### src/hdl/fpci_map.vh
// fpci_map.vh: constants of the flash protect/command host controller
// assumes: included by the fpci design files, the checker and the bench, clock at FPCI_CLK_MHZ
`ifndef FPCI_MAP_VH
`define FPCI_MAP_VH
// ------------------------------------------------------------
// clock and times
// ------------------------------------------------------------
`define FPCI_CLK_MHZ 10
`define FPCI_T_WP_NS 100
`define FPCI_T_ACC_NS 70
`define FPCI_T_PROT_US 100
`define FPCI_T_UNPROT_MS 10
// least times, rounded up to whole cycles
`define FPCI_WP_CYC ((`FPCI_T_WP_NS * `FPCI_CLK_MHZ + 999) / 1000)
`define FPCI_ACC_CYC ((`FPCI_T_ACC_NS * `FPCI_CLK_MHZ + 999) / 1000)
`define FPCI_PROT_CYC (`FPCI_T_PROT_US * `FPCI_CLK_MHZ)
`define FPCI_UNPROT_CYC (`FPCI_T_UNPROT_MS * 1000 * `FPCI_CLK_MHZ)
// ------------------------------------------------------------
// user operations
// ------------------------------------------------------------
`define FPCI_OP_READ 3'h0
`define FPCI_OP_RESET 3'h1
`define FPCI_OP_AUTOSEL 3'h2
`define FPCI_OP_PROGRAM 3'h3
`define FPCI_OP_BERASE 3'h4
`define FPCI_OP_CERASE 3'h5
`define FPCI_OP_UNPROT 3'h6
// ------------------------------------------------------------
// unlock addresses (17-bit byte address in byte mode, word address else)
// ------------------------------------------------------------
`define FPCI_UNLK1_B 17'h0aaaa
`define FPCI_UNLK2_B 17'h05555
`define FPCI_UNLK1_W 17'h05555
`define FPCI_UNLK2_W 17'h02aaa
// ------------------------------------------------------------
// command data
// ------------------------------------------------------------
`define FPCI_D_UNLK1 8'haa
`define FPCI_D_UNLK2 8'h55
`define FPCI_D_RESET 8'hf0
`define FPCI_D_AUTOSEL 8'h90
`define FPCI_D_PROGRAM 8'ha0
`define FPCI_D_SETUP_ER 8'h80
`define FPCI_D_BLK_ER 8'h30
`define FPCI_D_CHIP_ER 8'h10
// ------------------------------------------------------------
// protection addressing
// ------------------------------------------------------------
`define FPCI_BLK_LSB 12
`define FPCI_BLK_LAST 4'hf
`define FPCI_UNP_ADDR 16'h9000
`define FPCI_VER_BITS 16'h0042
`endif

### src/hdl/fpci_cyc.v
// fpci_cyc: one asynchronous flash bus cycle, read or write, built from clock counts
// assumes: inputs are sampled on start; the caller holds off start until done
`timescale 1ns/1ps
`include "fpci_map.vh"
module fpci_cyc (
   input wire clock,
   input wire sys_rst,
   input wire start,
   input wire wr,
   input wire hold_ce,
   input wire byte_mode,
   input wire [16:0] addr_in,
   input wire [15:0] wdata,
   input wire [16:0] pulse_cyc,
   input wire [15:0] dq_i,
   output reg ce_n,
   output reg oe_n,
   output reg we_n,
   output reg [15:0] addr_o,
   output reg [15:0] dq_o,
   output reg [15:0] dq_oe,
   output reg [15:0] rdata,
   output reg done
);
   // ------------------------------------------------------------
   // states
   // ------------------------------------------------------------
   localparam C_IDLE = 3'h0;
   localparam C_SET = 3'h1;
   localparam C_STB = 3'h2;
   localparam C_ACT = 3'h3;
   localparam C_REC = 3'h4;
   localparam C_END = 3'h5;
   reg [2:0] st_q;
   reg [16:0] cnt_q;
   reg wr_q;
   reg hold_q;
   reg byte_q;
   always @(posedge clock) begin
      if (sys_rst) begin
         st_q <= C_IDLE;
         cnt_q <= 17'h00000;
         wr_q <= 1'b0;
         hold_q <= 1'b0;
         byte_q <= 1'b0;
         ce_n <= 1'b1;
         oe_n <= 1'b1;
         we_n <= 1'b1;
         addr_o <= 16'h0000;
         dq_o <= 16'h0000;
         dq_oe <= 16'h0000;
         rdata <= 16'h0000;
         done <= 1'b0;
      end else begin
         done <= 1'b0;
         case (st_q)
            C_IDLE: begin
               if (start) begin
                  wr_q <= wr;
                  hold_q <= hold_ce;
                  byte_q <= byte_mode;
                  cnt_q <= pulse_cyc - 17'h00001;
                  // address settles before any enable falls
                  if (byte_mode) begin
                     addr_o <= addr_in[16:1];
                     dq_o <= {addr_in[0], 7'h00, wdata[7:0]};
                     dq_oe <= {1'b1, 7'h00, {8{wr}}};
                  end else begin
                     addr_o <= addr_in[15:0];
                     dq_o <= wdata;
                     dq_oe <= {16{wr}};
                  end
                  st_q <= C_SET;
               end
            end
            C_SET: begin
               // a high-voltage chip enable must never see a low pulse
               ce_n <= hold_q;
               st_q <= C_STB;
            end
            C_STB: begin
               if (wr_q) begin
                  we_n <= 1'b0;
               end else begin
                  oe_n <= 1'b0; // data lines already released
               end
               st_q <= C_ACT;
            end
            C_ACT: begin
               if (cnt_q == 17'h00000) begin
                  we_n <= 1'b1;
                  oe_n <= 1'b1;
                  if (!wr_q) begin
                     rdata <= byte_q ? {8'h00, dq_i[7:0]} : dq_i;
                  end
                  st_q <= C_REC;
               end else begin
                  cnt_q <= cnt_q - 17'h00001;
               end
            end
            C_REC: begin
               // data still driven past the rising write enable
               ce_n <= 1'b1;
               st_q <= C_END;
            end
            C_END: begin
               dq_oe <= 16'h0000;
               done <= 1'b1;
               st_q <= C_IDLE;
            end
            default: begin
               st_q <= C_IDLE;
            end
         endcase
      end
   end
endmodule // fpci_cyc

### src/hdl/fpci_host.v
// fpci_host: host controller for a parallel flash with block protection
// assumes: one command at a time on the cmd port; flash pins resolved by the bench
//
// Overview of operation
// - write: enables low, address first, data held
// - host holds reset high voltage whole instruction
// - protect every block before permanent unprotect
// - unprotect: sig line, oe, ce high voltage
// - verify unprotection block by block
// - block number on the four block lines
// - instructions take one to six cycles
// - two coded unlock writes open instructions except read and reset
// - erase confirm preceded by second unlock pair
// - host writes instruction cycles in strict order
`timescale 1ns/1ps
`include "fpci_map.vh"
module fpci_host #(
   parameter [16:0] UNPROT_CYC = `FPCI_UNPROT_CYC
) (
   input wire clock,
   input wire sys_rst,
   input wire cmd_valid,
   input wire [2:0] cmd_op,
   input wire [16:0] cmd_addr,
   input wire [15:0] cmd_wdata,
   input wire byte_sel,
   input wire temp_unprot_req,
   output reg cmd_ready,
   output reg rsp_valid,
   output reg [15:0] rsp_data,
   output reg rsp_fail,
   output wire flash_ce_n,
   output wire flash_oe_n,
   output wire flash_we_n,
   output wire [15:0] flash_addr,
   output wire [15:0] flash_dq_o,
   output wire [15:0] flash_dq_oe,
   input wire [15:0] flash_dq_i,
   output reg width_select,
   output reg reset_unprotect_n,
   output reg rst_hv,
   output reg sig_hv,
   output reg oe_hv,
   output reg ce_hv
);
   // ------------------------------------------------------------
   // states and step decoding
   // ------------------------------------------------------------
   localparam M_IDLE = 3'h0;
   localparam M_LAUNCH = 3'h1;
   localparam M_WAIT = 3'h2;
   localparam M_ULAUNCH = 3'h3;
   localparam M_UWAIT = 3'h4;
   localparam PH_PROT = 2'h0;
   localparam PH_UNP = 2'h1;
   localparam PH_VER = 2'h2;
   localparam [16:0] WP_CYC = `FPCI_WP_CYC;
   localparam [16:0] ACC_CYC = `FPCI_ACC_CYC;
   localparam [16:0] PROT_CYC = `FPCI_PROT_CYC;
   // step word: {last, wr, addr select[1:0], user data, data[7:0]}
   // addr select: 0 user address, 1 first unlock, 2 second unlock
   function [12:0] fpci_step;
      input [2:0] op;
      input [2:0] idx;
      begin
         case ({op, idx})
            {`FPCI_OP_READ, 3'd0}: fpci_step = {2'b10, 2'd0, 1'b0, 8'h00};
            {`FPCI_OP_RESET, 3'd0}: fpci_step = {2'b11, 2'd1, 1'b0, `FPCI_D_RESET};
            {`FPCI_OP_AUTOSEL, 3'd0}, {`FPCI_OP_PROGRAM, 3'd0}, {`FPCI_OP_BERASE, 3'd0},
            {`FPCI_OP_CERASE, 3'd0}, {`FPCI_OP_BERASE, 3'd3}, {`FPCI_OP_CERASE, 3'd3}:
               fpci_step = {2'b01, 2'd1, 1'b0, `FPCI_D_UNLK1};
            {`FPCI_OP_AUTOSEL, 3'd1}, {`FPCI_OP_PROGRAM, 3'd1}, {`FPCI_OP_BERASE, 3'd1},
            {`FPCI_OP_CERASE, 3'd1}, {`FPCI_OP_BERASE, 3'd4}, {`FPCI_OP_CERASE, 3'd4}:
               fpci_step = {2'b01, 2'd2, 1'b0, `FPCI_D_UNLK2};
            {`FPCI_OP_AUTOSEL, 3'd2}: fpci_step = {2'b11, 2'd1, 1'b0, `FPCI_D_AUTOSEL};
            {`FPCI_OP_PROGRAM, 3'd2}: fpci_step = {2'b01, 2'd1, 1'b0, `FPCI_D_PROGRAM};
            {`FPCI_OP_PROGRAM, 3'd3}: fpci_step = {2'b11, 2'd0, 1'b1, 8'h00};
            {`FPCI_OP_BERASE, 3'd2}, {`FPCI_OP_CERASE, 3'd2}:
               fpci_step = {2'b01, 2'd1, 1'b0, `FPCI_D_SETUP_ER};
            {`FPCI_OP_BERASE, 3'd5}: fpci_step = {2'b11, 2'd0, 1'b0, `FPCI_D_BLK_ER};
            {`FPCI_OP_CERASE, 3'd5}: fpci_step = {2'b11, 2'd1, 1'b0, `FPCI_D_CHIP_ER};
            default: fpci_step = {2'b10, 2'd0, 1'b0, 8'h00};
         endcase
      end
   endfunction
   // ------------------------------------------------------------
   // registers
   // ------------------------------------------------------------
   reg [2:0] st_q;
   reg [2:0] op_q;
   reg [2:0] idx_q;
   reg [16:0] addr_q;
   reg [15:0] data_q;
   reg [1:0] ph_q;
   reg [3:0] blk_q;
   reg start_q;
   wire cyc_done;
   wire [15:0] cyc_rdata;
   wire [12:0] step = fpci_step(op_q, idx_q);
   // ------------------------------------------------------------
   // cycle parameters
   // ------------------------------------------------------------
   reg [16:0] c_addr;
   reg [15:0] c_wdata;
   reg [16:0] c_pulse;
   reg c_wr;
   reg c_hold;
   always @* begin
      c_wdata = 16'h0000;
      c_hold = 1'b0;
      if (st_q == M_ULAUNCH || st_q == M_UWAIT) begin
         c_wr = (ph_q != PH_VER);
         c_pulse = (ph_q == PH_PROT) ? PROT_CYC : (ph_q == PH_UNP) ? UNPROT_CYC : ACC_CYC;
         c_hold = (ph_q == PH_UNP);
         // block number on the block lines in protect and verify, byte lsb held low
         case (ph_q)
            PH_PROT: c_addr = {blk_q, 12'h000, 1'b0};
            PH_UNP: c_addr = {`FPCI_UNP_ADDR, 1'b0};
            default: c_addr = {blk_q, 12'h000, 1'b0} | {`FPCI_VER_BITS, 1'b0};
         endcase
         if (!width_select) begin
            c_addr = c_addr;
         end else begin
            c_addr = {1'b0, c_addr[16:1]};
         end
      end else begin
         c_wr = step[11];
         c_pulse = step[11] ? WP_CYC : ACC_CYC;
         c_wdata = step[8] ? data_q : {8'h00, step[7:0]};
         case (step[10:9])
            2'd1: c_addr = width_select ? `FPCI_UNLK1_W : `FPCI_UNLK1_B;
            2'd2: c_addr = width_select ? `FPCI_UNLK2_W : `FPCI_UNLK2_B;
            default: c_addr = addr_q;
         endcase
      end
   end
   // ------------------------------------------------------------
   // command sequencer
   // ------------------------------------------------------------
   always @(posedge clock) begin
      if (sys_rst) begin
         st_q <= M_IDLE;
         op_q <= `FPCI_OP_READ;
         idx_q <= 3'h0;
         addr_q <= 17'h00000;
         data_q <= 16'h0000;
         ph_q <= PH_PROT;
         blk_q <= 4'h0;
         start_q <= 1'b0;
         cmd_ready <= 1'b0;
         rsp_valid <= 1'b0;
         rsp_data <= 16'h0000;
         rsp_fail <= 1'b0;
         width_select <= 1'b1;
         reset_unprotect_n <= 1'b0;
         rst_hv <= 1'b0;
         sig_hv <= 1'b0;
         oe_hv <= 1'b0;
         ce_hv <= 1'b0;
      end else begin
         start_q <= 1'b0;
         rsp_valid <= 1'b0;
         reset_unprotect_n <= 1'b1;
         case (st_q)
            M_IDLE: begin
               cmd_ready <= 1'b1;
               // mode and temporary unprotect only move between instructions
               width_select <= ~byte_sel;
               rst_hv <= temp_unprot_req;
               if (cmd_valid && cmd_ready) begin
                  cmd_ready <= 1'b0;
                  op_q <= cmd_op;
                  addr_q <= cmd_addr;
                  data_q <= cmd_wdata;
                  idx_q <= 3'h0;
                  rsp_fail <= 1'b0;
                  if (cmd_op == `FPCI_OP_UNPROT) begin
                     ph_q <= PH_PROT;
                     blk_q <= 4'h0;
                     sig_hv <= 1'b1;
                     oe_hv <= 1'b1;
                     st_q <= M_ULAUNCH;
                  end else begin
                     st_q <= M_LAUNCH;
                  end
               end
            end
            M_LAUNCH: begin
               start_q <= 1'b1;
               st_q <= M_WAIT;
            end
            M_WAIT: begin
               if (cyc_done) begin
                  if (step[12]) begin
                     rsp_valid <= 1'b1;
                     rsp_data <= cyc_rdata;
                     st_q <= M_IDLE;
                  end else begin
                     idx_q <= idx_q + 3'h1;
                     st_q <= M_LAUNCH;
                  end
               end
            end
            M_ULAUNCH: begin
               start_q <= 1'b1;
               st_q <= M_UWAIT;
            end
            M_UWAIT: begin
               if (cyc_done) begin
                  st_q <= M_ULAUNCH;
                  blk_q <= blk_q + 4'h1;
                  case (ph_q)
                     PH_PROT: begin
                        if (blk_q == `FPCI_BLK_LAST) begin
                           ph_q <= PH_UNP;
                           ce_hv <= 1'b1;
                        end
                     end
                     PH_UNP: begin
                        ph_q <= PH_VER;
                        ce_hv <= 1'b0;
                        blk_q <= 4'h0;
                     end
                     default: begin
                        // any block not reading 00h marks the pass as failed
                        if (cyc_rdata[7:0] != 8'h00) begin
                           rsp_fail <= 1'b1;
                        end
                        if (blk_q == `FPCI_BLK_LAST) begin
                           sig_hv <= 1'b0;
                           oe_hv <= 1'b0;
                           rsp_valid <= 1'b1;
                           rsp_data <= cyc_rdata;
                           st_q <= M_IDLE;
                        end
                     end
                  endcase
               end
            end
            default: begin
               st_q <= M_IDLE;
            end
         endcase
      end
   end
   // ------------------------------------------------------------
   // bus cycle engine
   // ------------------------------------------------------------
   fpci_cyc u_cyc (
      .clock(clock),
      .sys_rst(sys_rst),
      .start(start_q),
      .wr(c_wr),
      .hold_ce(c_hold),
      .byte_mode(~width_select),
      .addr_in(c_addr),
      .wdata(c_wdata),
      .pulse_cyc(c_pulse),
      .dq_i(flash_dq_i),
      .ce_n(flash_ce_n),
      .oe_n(flash_oe_n),
      .we_n(flash_we_n),
      .addr_o(flash_addr),
      .dq_o(flash_dq_o),
      .dq_oe(flash_dq_oe),
      .rdata(cyc_rdata),
      .done(cyc_done)
   );
endmodule // fpci_host

### config.mk
export PLATFORM = sky130hd
export DESIGN_NAME = fpci_host
export DESIGN_NICKNAME = d
export VERILOG_FILES = /design/src/hdl/fpci_cyc.v /design/src/hdl/fpci_host.v
export VERILOG_INCLUDE_DIRS = /design/src /design/src/hdl
export SDC_FILE = /design/constraint.sdc
export NUM_CORES = 1
export LEC_CHECK = 0
export CAP_MARGIN = 40
export CORE_MARGIN = 2
export CORE_UTILIZATION = 40
export CTS_BUF_LIST = sky130_fd_sc_hd__clkbuf_4 sky130_fd_sc_hd__clkbuf_8
export DETAILED_ROUTE_END_ITERATION = 6
export DONT_BUFFER_PORTS = 1
export GPL_TIMING_DRIVEN = 0
export PLACE_DENSITY = 0.55
export REMOVE_ABC_BUFFERS = 1
export SLEW_MARGIN = 5
export SYNTH_ARGS = -nofsm -noshare
export SYNTH_HDL_FRONTEND = slang
export SYNTH_HIERARCHICAL = 1
export SYNTH_SLANG_ARGS = --single-unit
### constraint.sdc
create_clock -name clock -period 8.85 [get_ports clock]
set_input_delay 1.77 -clock clock [delete_from_list [all_inputs] [get_ports clock]]
set_output_delay 1.77 -clock clock [all_outputs]
set_load 0.005 [all_outputs]
==> results.json <==
{
  "min-delay-start": "data_q[7]",
  "worst-r2r-cell-count": 12,
  "synth.yosys.warnings": 6,
  "placement_rows": 50,
  "timing.slew.headroom_pct": 42.8,
  "via_count_of_the_first_global_routing_pass": 6022,
  "total_met3_wirelength_after_detailed_routing_um": 937,
  "finalSetupViolCount": 0,
  "cts.hold.buffers_added": 0,
  "synth_xor_xnor_area_share_pct": 0.582,
  "netlist-cell-type-count": 72,
  "async_flop_share_pct": 0,
  "tritoncts.num_buffers": 17,
  "post_synth_and_or_nand_nor_area_fraction_pct": 25.3,
  "num_antenna_cells": 0,
  "dp_cells": 1144,
  "wl_met1_um": 8770,
  "synth_enable_flop_cells": 0,
  "core_mm2": 0.0186,
  "post-cts-setup-buffer-count": 0,
  "worstSetupEndpointType": "flop",
  "critPathRequiredTime_ns": 9.20,
  "detail_route.drc_violations": 0,
  "fp.dieW_um": 141,
  "r2r_setup_slk_ns": 4.80,
  "synthToLayoutAreaGrowth_pct": 6.53,
  "layout.cell_area.non_filler_mm2": 0.00802,
  "grt_max_degree": 147,
  "totalNegativeSetupSlack_ns": 0,
  "period_minus_slack_ns": 4.05,
  "route.vias.total": 6347,
  "clkSinkCount": 151,
  "synth-seq-cells": 151,
  "setup.worst_path.class": "reg2reg",
  "synthCells": 963,
  "power_per_cell_area_mw_per_mm2": 185,
  "critical_path_peak_fanout": 17,
  "timing.hold.worst_endpoint": "data_q[7]",
  "critPathArrivalTime_ns": 4.40,
  "switchingPower_uw": 440,
  "setup.worst_path.start_class": "flop",
  "ir_worst_vdd_mv": 0.0975,
  "tightest_slew_ns": 0.855,
  "wl_met2_um": 8940,
  "placed_cell_area_mm2": 0.00761,
  "die_area_mm2": 0.0199,
  "route.detailed.wl_per_inst_um": 16.0,
  "drt-initial-drc-count": 386,
  "finClkSkew_ns": 0.0120,
  "gr-usage-all-layers_pct": 18.9,
  "instances_no_fill": 1176,
  "p_sw_share_pct": 29.7,
  "finalWeightedCongestion": 0.771,
  "syn_std_cell_area_mm2": 0.00753,
  "ctsRootBufferMaster": "clkbuf_8",
  "hold_path_class": "reg2reg",
  "synth_area_in_compound_gates_pct": 20.4,
  "clk_pin_slew_worst_paths_ns": 0.09,
  "yosys.area_share.adder_pct": 1.99,
  "power_frac_seq_pct": 49.7,
  "route.detailed.vias_per_inst": 5.40,
  "synth-main-ff-cell": "dfxtp_1",
  "main_combinational_cell_family_by_area_after_synthesis": "simple AND/OR/NAND/NOR gates",
  "rsz0062_at_grt": "false",
  "drive_gt1_share_pct": 7.01,
  "total_power_mw": 1.48,
  "nets": 998,
  "cts_buffer_depth": 2,
  "fin_crit_sh_pct": 45.8,
  "h-tree-depth": 4,
  "post_cts.resized_instances": 0,
  "achievable-frequency_mhz": 247,
  "result_of_the_run": "finished clean",
  "worstSkewPairLatency_ns": 0.45,
  "ios": 133,
  "cts_tree": "built",
  "share_of_cell_area_taken_by_muxes_after_synthesis_pct": 5.55,
  "critical_path.reg2reg.startpoint": "st_q[1]",
  "dp_hpwl_um": 12300,
  "floorplan.initialDensity_pct": 40.5,
  "firstDrtPassIters": 5,
  "top_layer": "met4",
  "core_util_final_pct": 43.2,
  "intPower_mw": 1.04,
  "grt_pass1_wl_um": 30800,
  "finalMaxSlewViolations": 0,
  "combPwrFrac_pct": 13.0,
  "postSynthAreaPerCell_um2": 7.82,
  "route.final.wire_length_um": 18800,
  "floorplan.die.height_um": 141,
  "ys_seq_area_share_pct": 40.2,
  "hold_viol_final": 0,
  "route.antenna.remaining_nets": 0,
  "r2r_end": "u_cyc/cnt_q[16]",
  "leakage_nw": 2.91,
  "grt_overflow_total": 0,
  "worstHoldPathCells": 2,
  "port_buffers": 0,
  "clkPwrFrac_pct": 37.4,
  "maxCapViolations": 0,
  "antenna_found_initial": 0
}
how the worst max path moves through the flow:
stage / endpoint / slack (ns) / startpoint
final: u_cyc/cnt_q[16] / 4.80 / st_q[1]
after detailed placement: u_cyc/cnt_q[15] / 4.79 / st_q[2]
after CTS: u_cyc/cnt_q[16] / 4.74 / st_q[1]
after floorplan: ph_q[0] / 5.70 / cmd_valid
after global placement: u_cyc/cnt_q[8] / 4.65 / u_cyc/st_q[0]
after global routing: u_cyc/cnt_q[15] / 4.25 / st_q[2]
synthesized netlist by cell type (8+ instances only):
master    count  area share [%]
a211oi_1     26             2.6
a21oi_1     134             8.9
a31oi_1       8            0.66
and3_1       12             1.0
buf_2        11            0.73
buf_4        16             1.6
clkbuf_1     50             2.5
dfxtp_1     151              40
ha_1         12             2.0
inv_1        16            0.80
mux2i_1      35             4.7
nand2_1     181             9.0
nand3_1      17             1.1
nand3b_1     15             1.5
nor2_1       95             4.7
nor3_1       24             1.6
o21ai_0      35             2.3
o22ai_1       9            0.75
or3_1        11            0.91
area by class of cell:
cell class | instances | area, um^2
clock buffers | 18 | 248
clock inverters | 14 | 164
fillers | 1911 | 10600
inverters | 16 | 60.1
multi-input cells | 736 | 4130
flip-flops and latches | 151 | 3020
well taps | 234 | 293
repair buffers | 7 | 98.8
cells by family after synthesis:
family | after synthesis
AOI/OAI and AO/OA | 253
muxes | 41
buffers and inverters | 96
adders and majority gates | 12
DFF | 151
xor gates and xnor gates | 5
and+or+nand+nor | 404
other | 1
flip-flops by register name (all words and copies together), names as in the netlist, 2 cells and up:
register      cells
u_cyc/st_q        3
data_q           16
u_cyc/dq_o       16
op_q              3
u_cyc/addr_o     16
u_cyc/cnt_q      17
u_cyc/dq_oe       3
st_q              3
addr_q           17
rsp_data         16
blk_q             4
idx_q             3
ph_q              2
u_cyc/rdata      16
stage by stage:
step	worst slack [ns]	hold slack (ns)
2_1_floorplan	5.70	0.425
3_3_place_gp	4.65	0.434
3_5_place_dp	4.79	0.439
4_1_cts	4.74	0.452
5_1_grt	4.25	0.459
6_report	4.80	0.450
worst max-delay path, stage by stage (launching register included):
cell,delay [ns]
dfxtp_1,0.66
nor2_1,0.10
nand2_1,0.15
and2_1,0.61
nor2_1,0.33
inv_1,0.27
nor2_1,0.22
nor4_1,0.40
nand4b_1,0.27
or3_1,0.39
nand2_1,0.17
nand2_1,0.11
mux2_2,0.28
layout by cell type (no fill, tap or decap), types with 5 or more instances in the layout:
cell and count:
nor3_1 24, or3_1 11, o22ai_1 9, conb_1 21
a31oi_1 8, and3_1 12, clkbuf_8 18, dfxtp_1 151
ha_1 12, mux2_2 6, nand2b_1 5, mux2i_1 35
nor2_1 95, nand2_1 180, inv_1 16, nand3_1 17
o21ai_0 34, nand3b_1 15, a21oi_1 134, nor4_1 5
a211oi_1 26, nor2b_1 5
layer usage:
metal | track usage, % | vias up
met5 | 0 | -
met4 | 4.53 | 0
met3 | 5.03 | 10
met2 | 31.0 | 127
met1 | 24.7 | 2940
li1 | - | 3270
power groups by stage:
| stage | combinational [mW] | clock (mW) | sequential, mW |
|---|---|---|---|
| 3_3_place_gp | 0.187 | 0 | 0.754 |
| 6_report | 0.192 | 0.555 | 0.738 |
| 2_1_floorplan | 0.149 | 0 | 0.744 |
| 5_1_grt | 0.219 | 0.600 | 0.743 |
| 3_5_place_dp | 0.193 | 0 | 0.754 |
| 4_1_cts | 0.194 | 0.572 | 0.738 |
(Power assumes the default switching activity.)
